$ cat config.mk
export PLATFORM = sky130hd
export DESIGN_NAME = bts_exec
export DESIGN_NICKNAME = d
export VERILOG_FILES = /design/src/logic/bts_pkg.sv /design/src/logic/bts_exec.sv
export SDC_FILE = /design/constraint.sdc
export NUM_CORES = 1
export LEC_CHECK = 0
export ABC_AREA = 1
export BUFFER_PORTS_ARGS = -buffer_cell sky130_fd_sc_hd__buf_4
export CORE_MARGIN = 1.5
export CORE_UTILIZATION = 26
export DETAILED_ROUTE_END_ITERATION = 8
export PLACE_DENSITY = 0.51
export SYNTH_ARGS = -nofsm -noshare
export SYNTH_HDL_FRONTEND = slang
export SYNTH_SLANG_ARGS = --single-unit
export TNS_END_PERCENT = 1
$ cat constraint.sdc
create_clock -name clk -period 1.1 [get_ports clk]
set_input_delay 0.11 -clock clk [delete_from_list [all_inputs] [get_ports clk]]
set_output_delay 0.11 -clock clk [all_outputs]
set_load 0.05 [all_outputs]
$ cat src/logic/bts_pkg.sv
// constants and carrier types for the bit-set / bit-test-skip execution block
// assumes a core that hands over one instruction word per instruction cycle
// What this block does
// RQ1 - bit-set forces chosen bit of addressed register to one, one word, one cycle
// RQ2 - access-select 0 uses access bank, 1 uses bank select register bank
// RQ3 - access-select 0 with extended set on: address up to 95 is indexed offset
// RQ4 - test-skip-if-clear decoded by nibble 1011, bit field, access bit, 8-bit address
// RQ5 - test skips only on clear bit: one cycle no skip, two when skipping
// RQ6 - skip discards the already fetched instruction and runs a no-operation instead
// RQ7 - skipping a two-word instruction takes three cycles, flushing both words
// RQ8 - bit-set uses nibble 1000, same fields; no status flag changes
package bts_pkg;
  localparam logic [3:0]  BTS_OP_SET        = 4'h8;
  localparam logic [3:0]  BTS_OP_TEST_CLR   = 4'hB;
  localparam logic [7:0]  BTS_INDEXED_LIMIT = 8'h5F;
  localparam int          BTS_OPC_MSB       = 15;
  localparam int          BTS_BIT_LSB       = 9;
  localparam int          BTS_ACC_POS       = 8;
  localparam logic [11:0] BTS_ADDR_RST      = 12'h000;
  localparam logic [7:0]  BTS_DATA_RST      = 8'h00;

  typedef enum logic [1:0] {BTS_MODE_ACCESS, BTS_MODE_BANKED, BTS_MODE_INDEXED} bts_mode_t;

  typedef struct packed {
    logic        we;
    logic [11:0] addr;
    logic [7:0]  data;
    bts_mode_t   mode;
  } bts_wr_t;
endpackage

$ cat src/logic/bts_exec.sv
// execution logic for the bit-set and bit-test-skip-if-clear instructions
// assumes instr_valid marks a decoded word each instruction cycle (clk enable
// is the instruction cycle itself), rd_data holds the addressed register's
// value in that cycle, and next_two_word flags the fetched follower's size
`timescale 1ns/1ps
module bts_exec
  import bts_pkg::*;
(
  input  wire logic        clk,
  input  wire logic        rst_n,
  input  wire logic        instr_valid,
  input  wire logic [15:0] instr,
  input  wire logic [3:0]  bank_select_reg,
  input  wire logic        ext_set_en,
  input  wire logic [7:0]  rd_data,
  input  wire logic        next_two_word,
  output logic [11:0]      rd_addr,
  output bts_wr_t          wr,
  output logic             flush,
  output logic             busy,
  output logic             is_bit_set_op,
  output logic             is_bit_test_skip_clear_op
);

  typedef enum logic [1:0] {BTS_RUN, BTS_NOP1, BTS_NOP2} bts_state_t;

  ////////////////////////////////////////////////////////////////////////
  // field decode and address formation
  logic [3:0]  opc;
  logic [2:0]  bitn;
  logic        acc;
  logic [7:0]  f;
  logic        dec_set;
  logic        dec_tst;
  bts_mode_t   mode_c;
  logic [11:0] addr_c;

  always_comb
  begin
    opc     = instr[BTS_OPC_MSB -: 4];
    bitn    = instr[BTS_BIT_LSB +: 3];
    acc     = instr[BTS_ACC_POS];
    f       = instr[7:0];
    dec_set = (opc == BTS_OP_SET);       // [RQ8]
    dec_tst = (opc == BTS_OP_TEST_CLR);  // [RQ4]
    if (!acc && ext_set_en && (f <= BTS_INDEXED_LIMIT))
    begin
      mode_c = BTS_MODE_INDEXED;          // [RQ3]
      addr_c = {4'h0, f};
    end
    else if (!acc)
    begin
      mode_c = BTS_MODE_ACCESS;           // [RQ2]
      addr_c = (f[7]) ? {4'hF, f} : {4'h0, f};
    end
    else
    begin
      mode_c = BTS_MODE_BANKED;           // [RQ2]
      addr_c = {bank_select_reg, f};
    end
  end

  ////////////////////////////////////////////////////////////////////////
  // one-hot mask of the selected bit; the same mask sets and tests it
  // a row of small compares instead of a barrel shift keeps the path short
  logic [7:0]  bit_mask;
  genvar       gi;

  generate
    for (gi = 0; gi < 8; gi = gi + 1)
    begin : g_mask
      assign bit_mask[gi] = (bitn == 3'(gi));
    end
  endgenerate

  ////////////////////////////////////////////////////////////////////////
  // acceptance; a word offered while a skip is flushing is dropped, not queued
  // rd_data must already hold the addressed register while the word is valid
  bts_state_t  state_reg, state_next;
  logic        act;
  logic        bit_clear;
  logic        skip;
  logic [7:0]  set_data;

  always_comb
  begin
    act       = instr_valid && (state_reg == BTS_RUN);
    bit_clear = ~|(rd_data & bit_mask);
    skip      = act && dec_tst && bit_clear;  // [RQ5]
    set_data  = rd_data | bit_mask;           // [RQ1]
  end

  ////////////////////////////////////////////////////////////////////////
  // sequencing; no status flag is touched, so none is an output  [RQ8]
  // the follower's length is taken from next_two_word at the testing edge only
  // busy stays high exactly while offered words are refused
  logic        flush_reg, flush_next;
  logic        busy_reg, busy_next;

  always_comb
  begin
    state_next = state_reg;
    flush_next = 1'b0;
    busy_next  = 1'b0;
    case (state_reg)
      BTS_RUN:
      begin
        // a bit-set, or a test that finds its bit set, leaves the sequencer here
        if (skip)
        begin
          flush_next = 1'b1;                                 // [RQ6]
          busy_next  = 1'b1;
          state_next = next_two_word ? BTS_NOP2 : BTS_NOP1;  // [RQ7]
        end
      end
      BTS_NOP2:
      begin
        // second word of the skipped instruction is flushed too
        flush_next = 1'b1;  // [RQ7]
        busy_next  = 1'b1;
        state_next = BTS_NOP1;
      end
      default:
      begin
        // no-operation cycle in place of the follower
        state_next = BTS_RUN;  // [RQ6]
      end
    endcase
  end

  always_ff @(posedge clk or negedge rst_n)
  begin
    if (!rst_n)
    begin
      state_reg <= BTS_RUN;
      flush_reg <= 1'b0;
      busy_reg  <= 1'b0;
    end
    else
    begin
      state_reg <= state_next;
      flush_reg <= flush_next;
      busy_reg  <= busy_next;
    end
  end

  ////////////////////////////////////////////////////////////////////////
  // write port; the merged byte goes back one cycle after the read, so the
  // core must not change the addressed register in between
  // indexed mode only reports f; the core adds it to its own pointer
  bts_wr_t     wr_reg, wr_next;

  always_comb
  begin
    wr_next = '0;
    if (act && dec_set)
    begin
      wr_next.we   = 1'b1;      // [RQ1]
      wr_next.addr = addr_c;    // [RQ2]
      wr_next.data = set_data;  // [RQ1]
      wr_next.mode = mode_c;    // [RQ3]
    end
  end

  always_ff @(posedge clk or negedge rst_n)
  begin
    if (!rst_n)
    begin
      wr_reg <= '{we: 1'b0, addr: BTS_ADDR_RST, data: BTS_DATA_RST, mode: BTS_MODE_ACCESS};
    end
    else
    begin
      wr_reg <= wr_next;
    end
  end

  ////////////////////////////////////////////////////////////////////////
  // decode flags and the last effective address, which holds between words
  // any taken word moves the address, foreign opcodes too
  logic [11:0] rd_addr_reg, rd_addr_next;
  logic        set_reg, set_next;
  logic        tst_reg, tst_next;

  always_comb
  begin
    rd_addr_next = rd_addr_reg;
    set_next     = 1'b0;
    tst_next     = 1'b0;
    if (act)
    begin
      rd_addr_next = addr_c;
      set_next     = dec_set;  // [RQ8]
      tst_next     = dec_tst;  // [RQ4]
    end
  end

  always_ff @(posedge clk or negedge rst_n)
  begin
    if (!rst_n)
    begin
      rd_addr_reg <= BTS_ADDR_RST;
      set_reg     <= 1'b0;
      tst_reg     <= 1'b0;
    end
    else
    begin
      rd_addr_reg <= rd_addr_next;
      set_reg     <= set_next;
      tst_reg     <= tst_next;
    end
  end

  ////////////////////////////////////////////////////////////////////////
  // outputs straight from the registers
  assign rd_addr                   = rd_addr_reg;
  assign wr                        = wr_reg;
  assign flush                     = flush_reg;
  assign busy                      = busy_reg;
  assign is_bit_set_op             = set_reg;
  assign is_bit_test_skip_clear_op = tst_reg;

endmodule

; ---- After elaboration in Yosys (flattened, before gate mapping)
; Index checks and enable logic that the tools add are counted.
[word_totals]
ff_bits = 40
output_inout_bits = 39
in_bits = 33
elab_cells = 47
[op_classes]
n_bitwise = 2
n_eq_ne = 11
reduce_logical = 11
order_cmp = 1
muxes = 13
[ops]
columns = op, n
row1 = $mux 12, 3
row2 = $mux 23, 1
row3 = $eq 3x3->1 const B, 4
row4 = $and 8x8->8, 1
row5 = $eq 4x4->1 const B, 2
row6 = $le 8x7->1 const B, 1
row7 = $or 8x8->8, 1
row8 = $reduce_or 8->1, 1
row9 = $eq 3x2->1 const B, 2
row10 = $logic_and 1x1->1, 6
row11 = $mux 2, 3
row12 = $mux 1, 4
row13 = $pmux 2 s2, 1
row14 = $eq 3x1->1 const B, 1
row15 = $logic_not 3->1, 1
row16 = $eq 2x2->1 const B, 1
row17 = $logic_not 1->1, 2
row18 = $logic_not 2->1, 1
row19 = $ne 2x2->1 const B, 1
row20 = $pmux 1 s2, 1

; ---- Logic depth before layout (Yosys ltp)
; Gate-level depths: netlist of the first run.
[logic_depth]
word_depth = 7
ltp_mapped = 8
depth_no_buf = 7

; ---- Worst setup path after synthesis of the first run
; No wires, ideal clock.
[synth_path]
path_type = flip-flop to flip-flop
from = register state_reg[0]
to = register rd_addr_reg[9] (netlist: rd_addr[9])
setup_ps = 122
required_ps = 978
setup_slack_ps = -69
period_less_slack_ps = 1169
stages_incl_launch_ff = 9
arrival_ps = 1047
n_path_buf = 2
path_cell_list = dfrtp_1 > inv_1 > nand2_1 > nor2_2 > buf_6 > inv_2 > buf_2 > nand2_1 > nand2_1
[synth_via]
elab_chain_cells = 2
[synth_lines]
columns = element, line
row1 = start: declaration, bts_exec.sv:79  ; bts_state_t state_reg, state_next;
row2 = start signal: assignment, bts_exec.sv:141  ; state_reg <= state_next;
row3 = $logic_not 2->1, bts_exec.sv:87  ; act = instr_valid && (state_reg == BTS_RUN);
row4 = $logic_and 1x1->1, bts_exec.sv:87
row5 = end signal: assignment, bts_exec.sv:207  ; rd_addr_reg <= rd_addr_next;
row6 = end: declaration, bts_exec.sv:180  ; logic [11:0] rd_addr_reg, rd_addr_next;
; No other way between the ends.
; A chain may end at the register's enable or synchronous reset.

; ---- Final worst setup path of the first run
[layout_path]
from = register state_reg[0]
to = register state_reg[0]
[layout_via]
elab_chain_cells = 5
elab_cells_between_ends = 7
cone_classes = 2 x eq/ne / 1 x mux / 4 x reduce/logical
[layout_lines]
columns = element, line
row1 = $logic_not 2->1, "bts_exec.sv:87, bts_exec.sv:105"
row2 = $logic_and 1x1->1, bts_exec.sv:87
row3 = $logic_and 1x1->1 (2 in series), bts_exec.sv:89  ; skip = act && dec_tst && bit_clear;
row4 = $ne 2x2->1 (no source line), -
; Parallel ways exist; a longest one is shown, timed or not.

==> results.md, run 1 <==
- Port bufs: 71
- I/O Pins: 72
- Die Wd: 79.7 um
- CTS tree: yes
- Crit-path max FO: 4
- Fin crit share: 103%
- Total number of vias: 1315
- CP arrival: between 1 and 1.5 ns
- Cells after DPL: 302
- Clk slew on worst S/H paths: ~0.080 ns
- Vias in the first global route: 1273
- Max VDD drop: 0.556 mV
- Most frequent cells in the layout: buf_4, dfrtp_1, nand2_1, nor2_1, inv_1
- R2R depth: 7
- Final max-slew violation count: 0
- Max Cap Viol: 0
- Synth cell types: 20
- Die ar.: 0.00635 mm2
- Hold_ws: 0.0266 ns
- Total grt overflow: 0
- Crit path capture type: register
- Critical path type: register to register
- Share of layout cells above drive strength 1: 44.6%
- Startpoint Class: register
- Post-DP HPWL: roughly 2800 um
- Leak pwr: roughly 0.0013 uW
- Area delta synth->final: 53.9%
- Routed Wire Length: 3770 um
- Post-DRT Antenna Nets: 0
- Clock skew: 0.00556 ns
- Nets: 274
- Core area: 0.00561 mm2
- Root Driver: clkbuf_8
- Die Y-Extent: 79.7 um
- First-pass GRT wire length: 5980 um
- Status: finished, violations left
- Register bit total from synthesis: 39
- DRC viols: 0
- Final setup vio count: 6
- Max Fclk: 0.880 GHz
- Max FFs per register: 22
- Pwr dens: roughly 1400 mW/mm2
- Synth Area per Inst: 9.68 um2
- Syn Nets: between 150 and 200
- # diodes: 0
- Most common cell after layout, fill and taps aside: buf_4
- Cell Area, Synth: ~0.0015 mm2
- Setup TNS: -0.143 ns
- Dpl cell area: around 0.0022 mm2
- Minimum clock period: 1.14 ns
- Htree depth: 2
- Longest Clk Path Bufs: 2
- Worst-Skew Late Latency: 0.29 ns
- Largest net degree at the start of global routing: 40
- Min setup slack post-route: -0.0369 ns
- Fill cells: 594
- Cell Count, Final, Fillers Out: ~310
- Worst path required time: 1.31 ns
- Failing checks: negative setup slack
- Max transition margin: 66.9%
- Fin. Hold Viols: 0
- Final Power: about 3400 uW
- GPL Wtd Cong: just over 0.8
- Cells after Synth: 158
- Synth warnings: 0
- Hold depth: 3
- Initial Utilization: a little over a quarter
- HP Start: bank_select_reg[3]
- Num CTS Buffers: 5
- Crit path from: state_reg[0]$_DFFE_PN0P_
- CTS sink count: 39
- # rows: 27
- Slew at the pin with the worst max-slew slack: 0.496 ns
- RSZ-0062 raised after global routing: true
- Finished Cell Area: 0.00235 mm2
- R2R Path Start: state_reg[0]$_DFFE_PN0P_
- 1st-pass router iterations: 4
- HP Class: input port to register
- First DRT Iteration DRCs: 44
- GRT Total Usage: 12.4%
- Antenna violations before repair: 0
- Drt via density: 4.19
- Register area share after synthesis: 63.8%
- Drt wl/cell: 12.0 um
-- worst max-delay path: stages (launching register included) --
cell and delay, ns:
dfrtp_1 0.39, inv_2 0.06, nand2_2 0.06, nor2_4 0.13
nand2_2 0.08, nor2_2 0.09, nand3_2 0.11, a21oi_1 0.13
-- area by class of cell --
type / instances / area, um2 / area share (%)
Sequential cell: 39 / 976 / 41.4
Timing Repair Buffer: 82 / 636 / 27.0
Multi-Input combinational cell: 99 / 483 / 20.5
Tap cell: 72 / 90.1 / 3.83
Clock buffer: 6 / 82.6 / 3.51
Inverter: 14 / 52.6 / 2.23
Clock inverter: 2 / 35.0 / 1.49
-- cells by family after synthesis --
group           Yosys count  share of synthesized area [%]
compound gates           15                           6.70
flops                    39                           63.8
simple gates             84                           23.5
buf+inv                  20                           6.05
-- worst paths after layout --
path                       slack (ns)                       end
min reg2reg                      0.47    rd_addr[1]$_DFFE_PN0P_
max                             -0.04  state_reg[0]$_DFFE_PN0P_
min in group asynchronous        0.33    rd_addr[0]$_DFFE_PN0P_
max in group asynchronous        0.43           wr[8]$_DFF_PN0_
max reg2reg                     -0.04  state_reg[0]$_DFFE_PN0P_
min                              0.03   rd_addr[11]$_DFFE_PN0P_
-- synth_stat cells --
cell type | n | area, um2
a211oi_1 | 1 | 7.51
a21oi_1 | 6 | 30.0
buf_2 | 2 | 10.0
buf_4 | 2 | 15.0
buf_6 | 1 | 11.3
clkbuf_1 | 1 | 3.75
dfrtp_1 | 39 | 976
inv_1 | 9 | 33.8
inv_2 | 5 | 18.8
nand2_1 | 42 | 158
nand2_2 | 1 | 6.26
nand3_1 | 5 | 25.0
nand3_2 | 1 | 10.0
nand4_1 | 4 | 25.0
nor2_1 | 23 | 86.3
nor2_2 | 2 | 12.5
nor2_4 | 1 | 11.3
nor3_1 | 5 | 25.0
o21a_1 | 4 | 30.0
o21ai_2 | 4 | 35.0
-- power by group --
| group | internal, uW | switching (uW) |
|---|---|---|
| combinational | 221 | 401 |
| clock | 734 | 490 |
| sequential | 1490 | 31.1 |
| total | 2440 | 923 |
-- metal layers --
layer	share of wire (%)	wire, um	vias up	GRT usage, %
li1	-	-	660	-
met1	44	1660	596	16.2
met2	47	1770	54	19.4
met3	8.2	309	5	4.23
met4	1.1	40	0	3.68
met5	0	0	-	0
-- through the flow --
| step | util (%) | worst slack [ns] |
|---|---|---|
| after global routing | 42.0 | -0.156 |
| after detailed placement | 38.8 | -0.172 |
| final | 42.0 | -0.0369 |
| after floorplan | - | -0.0526 |
| after global placement | 38.8 | -0.0980 |
| after CTS | 41.9 | -0.0608 |
-- timing repair --
item / CTS / global route
hold buffers: 3 / 0
endpoints found under the hold margin: 40 / 0
setup buffers: 1 / 0
endpoints found under the setup margin: 38 / 34
pin swaps: 1 / 0
gates resized for setup: 4 / 3
Note: power is estimated with default switching activity, not from simulation.
==> run 2: changes to the inputs <==
Settings changed: HOLD_SLACK_MARGIN from default to 0.06, SLEW_MARGIN from default to 10.
==> results.md, run 2 (synthesis gave the netlist of run 1 again) <==
- Status: finished, violations left
- Failing checks: negative setup slack
- Final setup vio count: 6
- Total grt overflow: 0
- Final max-slew violation count: 0
- Startpoint Class: register
- Total number of vias: 1377
- Num CTS Buffers: 5
- I/O Pins: 72
- Min setup slack post-route: -0.0368 ns
- Core area: 0.00561 mm2
- Longest Clk Path Bufs: 2
- Area delta synth->final: 64.5%
- Finished Cell Area: 0.00252 mm2
- Initial Utilization: 27.3%
- R2R depth: 7
- Nets: 290
- Fin crit share: 103%
- Post-DP HPWL: 2770 um
- GPL Wtd Cong: between 0.8 and 0.9
- Die ar.: roughly 0.0064 mm2
- R2R Path End: state_reg[0]$_DFFE_PN0P_
- Max Cap Viol: 0
- Slew at the pin with the worst max-slew slack: 0.496 ns
- HP Start: rd_data[0]
- Worst R2R Setup Slack: -0.04 ns
- Antenna violations before repair: 0
- Die Y-Extent: roughly 80 um
- Die Wd: between 70 and 80 um
- Vias in the first global route: between 1k and 1.5k
- Root Driver: clkbuf_8
- Worst-Skew Late Latency: approximately 0.29 ns
- CP arrival: 1.35 ns
- Largest net degree at the start of global routing: 40
- Crit-path max FO: 4
- Crit path capture type: register
- Routed Wire Length: 3900 um
- Leak pwr: 0.00136 uW
- DRC viols: 0
- Dpl cell area: between 0.002 and 0.0025 mm2
- CTS sink count: 39
- Cell Count, Final, Fillers Out: 330
- Htree depth: 2
- Post-DRT Antenna Nets: 0
- Hold depth: 3
- Max FFs per register: 22
- # diodes: 0
- Drt via density: 4.17
- GRT Total Usage: 12.9%
- # rows: 27
- Fin. Hold Viols: 0
- Worst Hold End: wr[2]$_DFF_PN0_
- Drt wl/cell: ~12 um
- Share of layout cells above drive strength 1: about 42%
- Worst path required time: 1.31 ns
- Minimum clock period: between 1 and 1.5 ns
- Critical path type: register to register
- Fill cells: 576
- Clock skew: 0.00419 ns
- Max transition margin: 66.9%
- 1st-pass router iterations: 4
- Most frequent cells in the layout: buf_4, dfrtp_1, nand2_1, nor2_1, dlygate4sd3_1
- R2R Path Start: state_reg[0]$_DFFE_PN0P_
- HP Class: input port to register
- Clk slew on worst S/H paths: 0.07 ns
- Dpl ws: -0.172 ns
- Port bufs: 71
- Setup TNS: -0.140 ns
- RSZ-0062 raised after global routing: true
- CTS tree: yes
- First DRT Iteration DRCs: 34
- Max Fclk: 0.880 GHz
- Cells after DPL: ~300
- Most common cell after layout, fill and taps aside: buf_4
- Pwr dens: 1360 mW/mm2
- First-pass GRT wire length: approximately 6300 um
- Max VDD drop: 0.558 mV
## run 2: how the worst max path moves through the flow
stage,startpoint,to,slack [ns],cells after the start
after CTS,state_reg[0]$_DFFE_PN0P_,busy$_DFF_PN0_,-0.06,7
final,state_reg[0]$_DFFE_PN0P_,state_reg[0]$_DFFE_PN0P_,-0.04,7
after detailed placement,state_reg[0]$_DFFE_PN0P_,wr[7]$_DFF_PN0_,-0.17,6
after global placement,state_reg[0]$_DFFE_PN0P_,busy$_DFF_PN0_,-0.1,7
after floorplan,state_reg[1]$_DFFE_PN0P_,busy$_DFF_PN0_,-0.05,8
after global routing,state_reg[0]$_DFFE_PN0P_,state_reg[0]$_DFFE_PN0P_,-0.16,7
## run 2: layer usage
layer	global-route usage, %	up-vias	share of wire, %
met2	21.0	52	47
met3	4.23	5	6.6
li1	-	696	-
met4	3.68	0	1.0
met1	16.4	624	45
met5	0	-	0
## run 2: layout make-up
| cell class | count | area [um2] | area share, % |
|---|---|---|---|
| sequential | 39 | 976 | 38.8 |
| timing repair buffer | 98 | 796 | 31.6 |
| clock inverter | 2 | 35.0 | 1.39 |
| inverter | 14 | 52.6 | 2.09 |
| multi-input combinational | 99 | 485 | 19.3 |
| clock buffer | 6 | 82.6 | 3.28 |
| tap | 72 | 90.1 | 3.58 |
## run 2: worst max-delay path: stages (launching register included)
cell and delay [ns]:
dfrtp_1 0.39, inv_2 0.06, nand2_2 0.06, nor2_4 0.13, nand2_2 0.08, nor2_2 0.09, nand3_2 0.11, a21oi_1 0.13
## run 2: timing repair
action | CTS | global route
gates resized for setup | 4 | 4
endpoints found under the setup margin | 38 | 34
endpoints found under the hold margin | 58 | 0
setup buffers | 1 | 0
hold buffers | 19 | 0
pin swaps | 1 | 0
## run 2: power breakdown
group	internal, uW	switching, uW	total, uW	leakage (uW)
sequential	1490	32.6	1520	0.000521
combinational	258	411	669	0.000775
clock	734	486	1220	0.0000612
## run 2: per-stage QoR
| stage | util [%] | hold WS, ns | power, uW |
|---|---|---|---|
| after detailed placement | 38.8 | 0.118 | 2160 |
| after CTS | 44.7 | 0.0701 | 3460 |
| after global routing | 44.9 | 0.103 | 3580 |
| after floorplan | - | -0.186 | 1890 |
| final | 44.9 | 0.0809 | 3410 |
| after global placement | 38.8 | 0.117 | 2160 |
==> run 3: changes to the inputs <==
Settings changed: ABC_CLOCK_PERIOD_IN_PS from default to 1100, CORE_UTILIZATION 26 to 40, PLACE_DENSITY 0.51 to 0.72.
==> results.md, run 3 (synthesis gave the netlist of run 1 again) <==
- Die Y-Extent: 64.9 um
- Post CTS Setup Buffer Count: 0
- Max FFs per register: 22
- GRT Total Usage: a little under a fifth
- RSZ-0062 raised after global routing: true
- Largest net degree at the start of global routing: 40
- Failing checks: negative setup slack
- Final setup vio count: 3
- Fin crit share: 101%
- Num CTS Buffers: 5
- Total grt overflow: 0
- Fill cells: 340
- # rows: 22
- Crit-path max FO: 4
- Worst path required time: between 1 and 1.5 ns
- Max VDD drop: 0.515 mV
- Routed Wire Length: around 3600 um
- Setup TNS: -0.0319 ns
- Post-DP HPWL: 2490 um
- Htree depth: 2
- Crit path capture type: register
- DRC viols: 0
- Pwr dens: 1290 mW/mm2
- Max Cap Viol: 0
- Most common cell after layout, fill and taps aside: buf_4
- I/O Pins: 72
- Port bufs: roughly 70
- Max transition margin: between 60% and 70%
- # diodes: 0
- Drt via density: 4.52
- Longest Clk Path Bufs: 2
- Final Power: approximately 3000 uW
- CP arrival: 1.33 ns
- Minimum clock period: ~1.1 ns
- Clk slew on worst S/H paths: 0.07 ns
- Worst-Skew Late Latency: about 0.29 ns
- Nets: between 200 and 300
- CTS sink count: 39
- Final max-slew violation count: 0
- Critical path type: register to register
- Total number of vias: 1357
- Hold depth: 2
- Drt wl/cell: 12.2 um
- Core area: approximately 0.0037 mm2
- Die ar.: around 0.0042 mm2
- Root Driver: clkbuf_8
- Slew at the pin with the worst max-slew slack: 0.471 ns
- R2R depth: 7
- CTS tree: yes
- Vias in the first global route: approximately 1.4k
- First DRT Iteration DRCs: 89
- 1st-pass router iterations: 4
- Share of layout cells above drive strength 1: 39.3%
- Dpl ws: -0.136 ns
- Max Fclk: 0.897 GHz
- First-pass GRT wire length: 6120 um
- Initial Utilization: around two fifths
- Most frequent cells in the layout: buf_4, nand2_1, dfrtp_1, nor2_1, dlygate4sd3_1
- Fin. Hold Viols: 0
- Die Wd: 64.9 um
- Status: finished, violations left
- Startpoint Class: register
- Min setup slack post-route: -0.0146 ns
- Area delta synth->final: 56.3%
- Antenna violations before repair: 0
- Clock skew: 0.00638 ns
- Leak pwr: between 0.001 and 0.0015 uW
- HP Class: input port to register
- Post-DRT Antenna Nets: 0
- GPL Wtd Cong: 0.758
[run 3: what timing repair did]
| item | 4_1_cts | 5_1_grt |
|---|---|---|
| hold buffers | 17 | 0 |
| endpoints found under the hold margin | 57 | 0 |
| gates resized for setup | 3 | 1 |
| pin swaps | 3 | 1 |
| endpoints found under the setup margin | 38 | 33 |
[run 3: path summary, 6_finish.rpt]
check                                    startpoint                       to  slack [ns]
setup / recovery           state_reg[0]$_DFFE_PN0P_           busy$_DFF_PN0_       -0.01
hold / removal                           rd_data[7]          wr[9]$_DFF_PN0_        0.07
setup reg to reg           state_reg[0]$_DFFE_PN0P_           busy$_DFF_PN0_       -0.01
hold reg to reg            state_reg[0]$_DFFE_PN0P_           busy$_DFF_PN0_        0.44
max in group asynchronous                     rst_n          wr[1]$_DFF_PN0_        0.44
min in group asynchronous                     rst_n  rd_addr[11]$_DFFE_PN0P_        0.32
[run 3: area by class of cell]
| type | count | area, um2 | share of cell area [%] |
|---|---|---|---|
| clock buffers | 7 | 76.3 | 3.19 |
| multi-input cells | 99 | 475 | 19.9 |
| flip-flops and latches | 39 | 976 | 40.8 |
| repair buffers | 92 | 746 | 31.2 |
| inverters | 14 | 52.6 | 2.20 |
| well taps | 48 | 60.1 | 2.51 |
| clock inverters | 1 | 5.00 | 0.209 |
[run 3: power by group]
| part | internal (uW) | switching [uW] | total [uW] |
|---|---|---|---|
| clock | 445 | 465 | 910 |
| combinational | 246 | 405 | 651 |
| sequential | 1490 | 30.6 | 1520 |
| total | 2180 | 900 | 3080 |
[run 3: worst max-delay path, cell delays in order, from the launching register on]
cell	delay, ns
dfrtp_1	0.39
inv_2	0.06
nand2_2	0.05
nor2_4	0.13
nand2_2	0.08
nor2_2	0.10
nand3_2	0.11
a21oi_1	0.13
[run 3: stage by stage]
stage | instances | area [um2] | hold slack, ns | util (%)
4_1_cts | 300 | 2390 | 0.0679 | 65.2
5_1_grt | 300 | 2390 | 0.0660 | 65.3
3_3_place_gp | 275 | 2130 | 0.0998 | 58.1
6_report | 300 | 2390 | 0.0722 | 65.3
3_5_place_dp | 275 | 2130 | 0.106 | 58.1
2_1_floorplan | 158 | 1540 | -0.186 | -
[run 3: routing by layer]
layer | vias to the layer above | wire [um] | global-route usage, %
met5 | - | 0 | 0
met4 | 0 | 26 | 3.99
met3 | 3 | 248 | 5.73
met2 | 58 | 1740 | 31.4
met1 | 617 | 1640 | 25.1
li1 | 679 | - | -
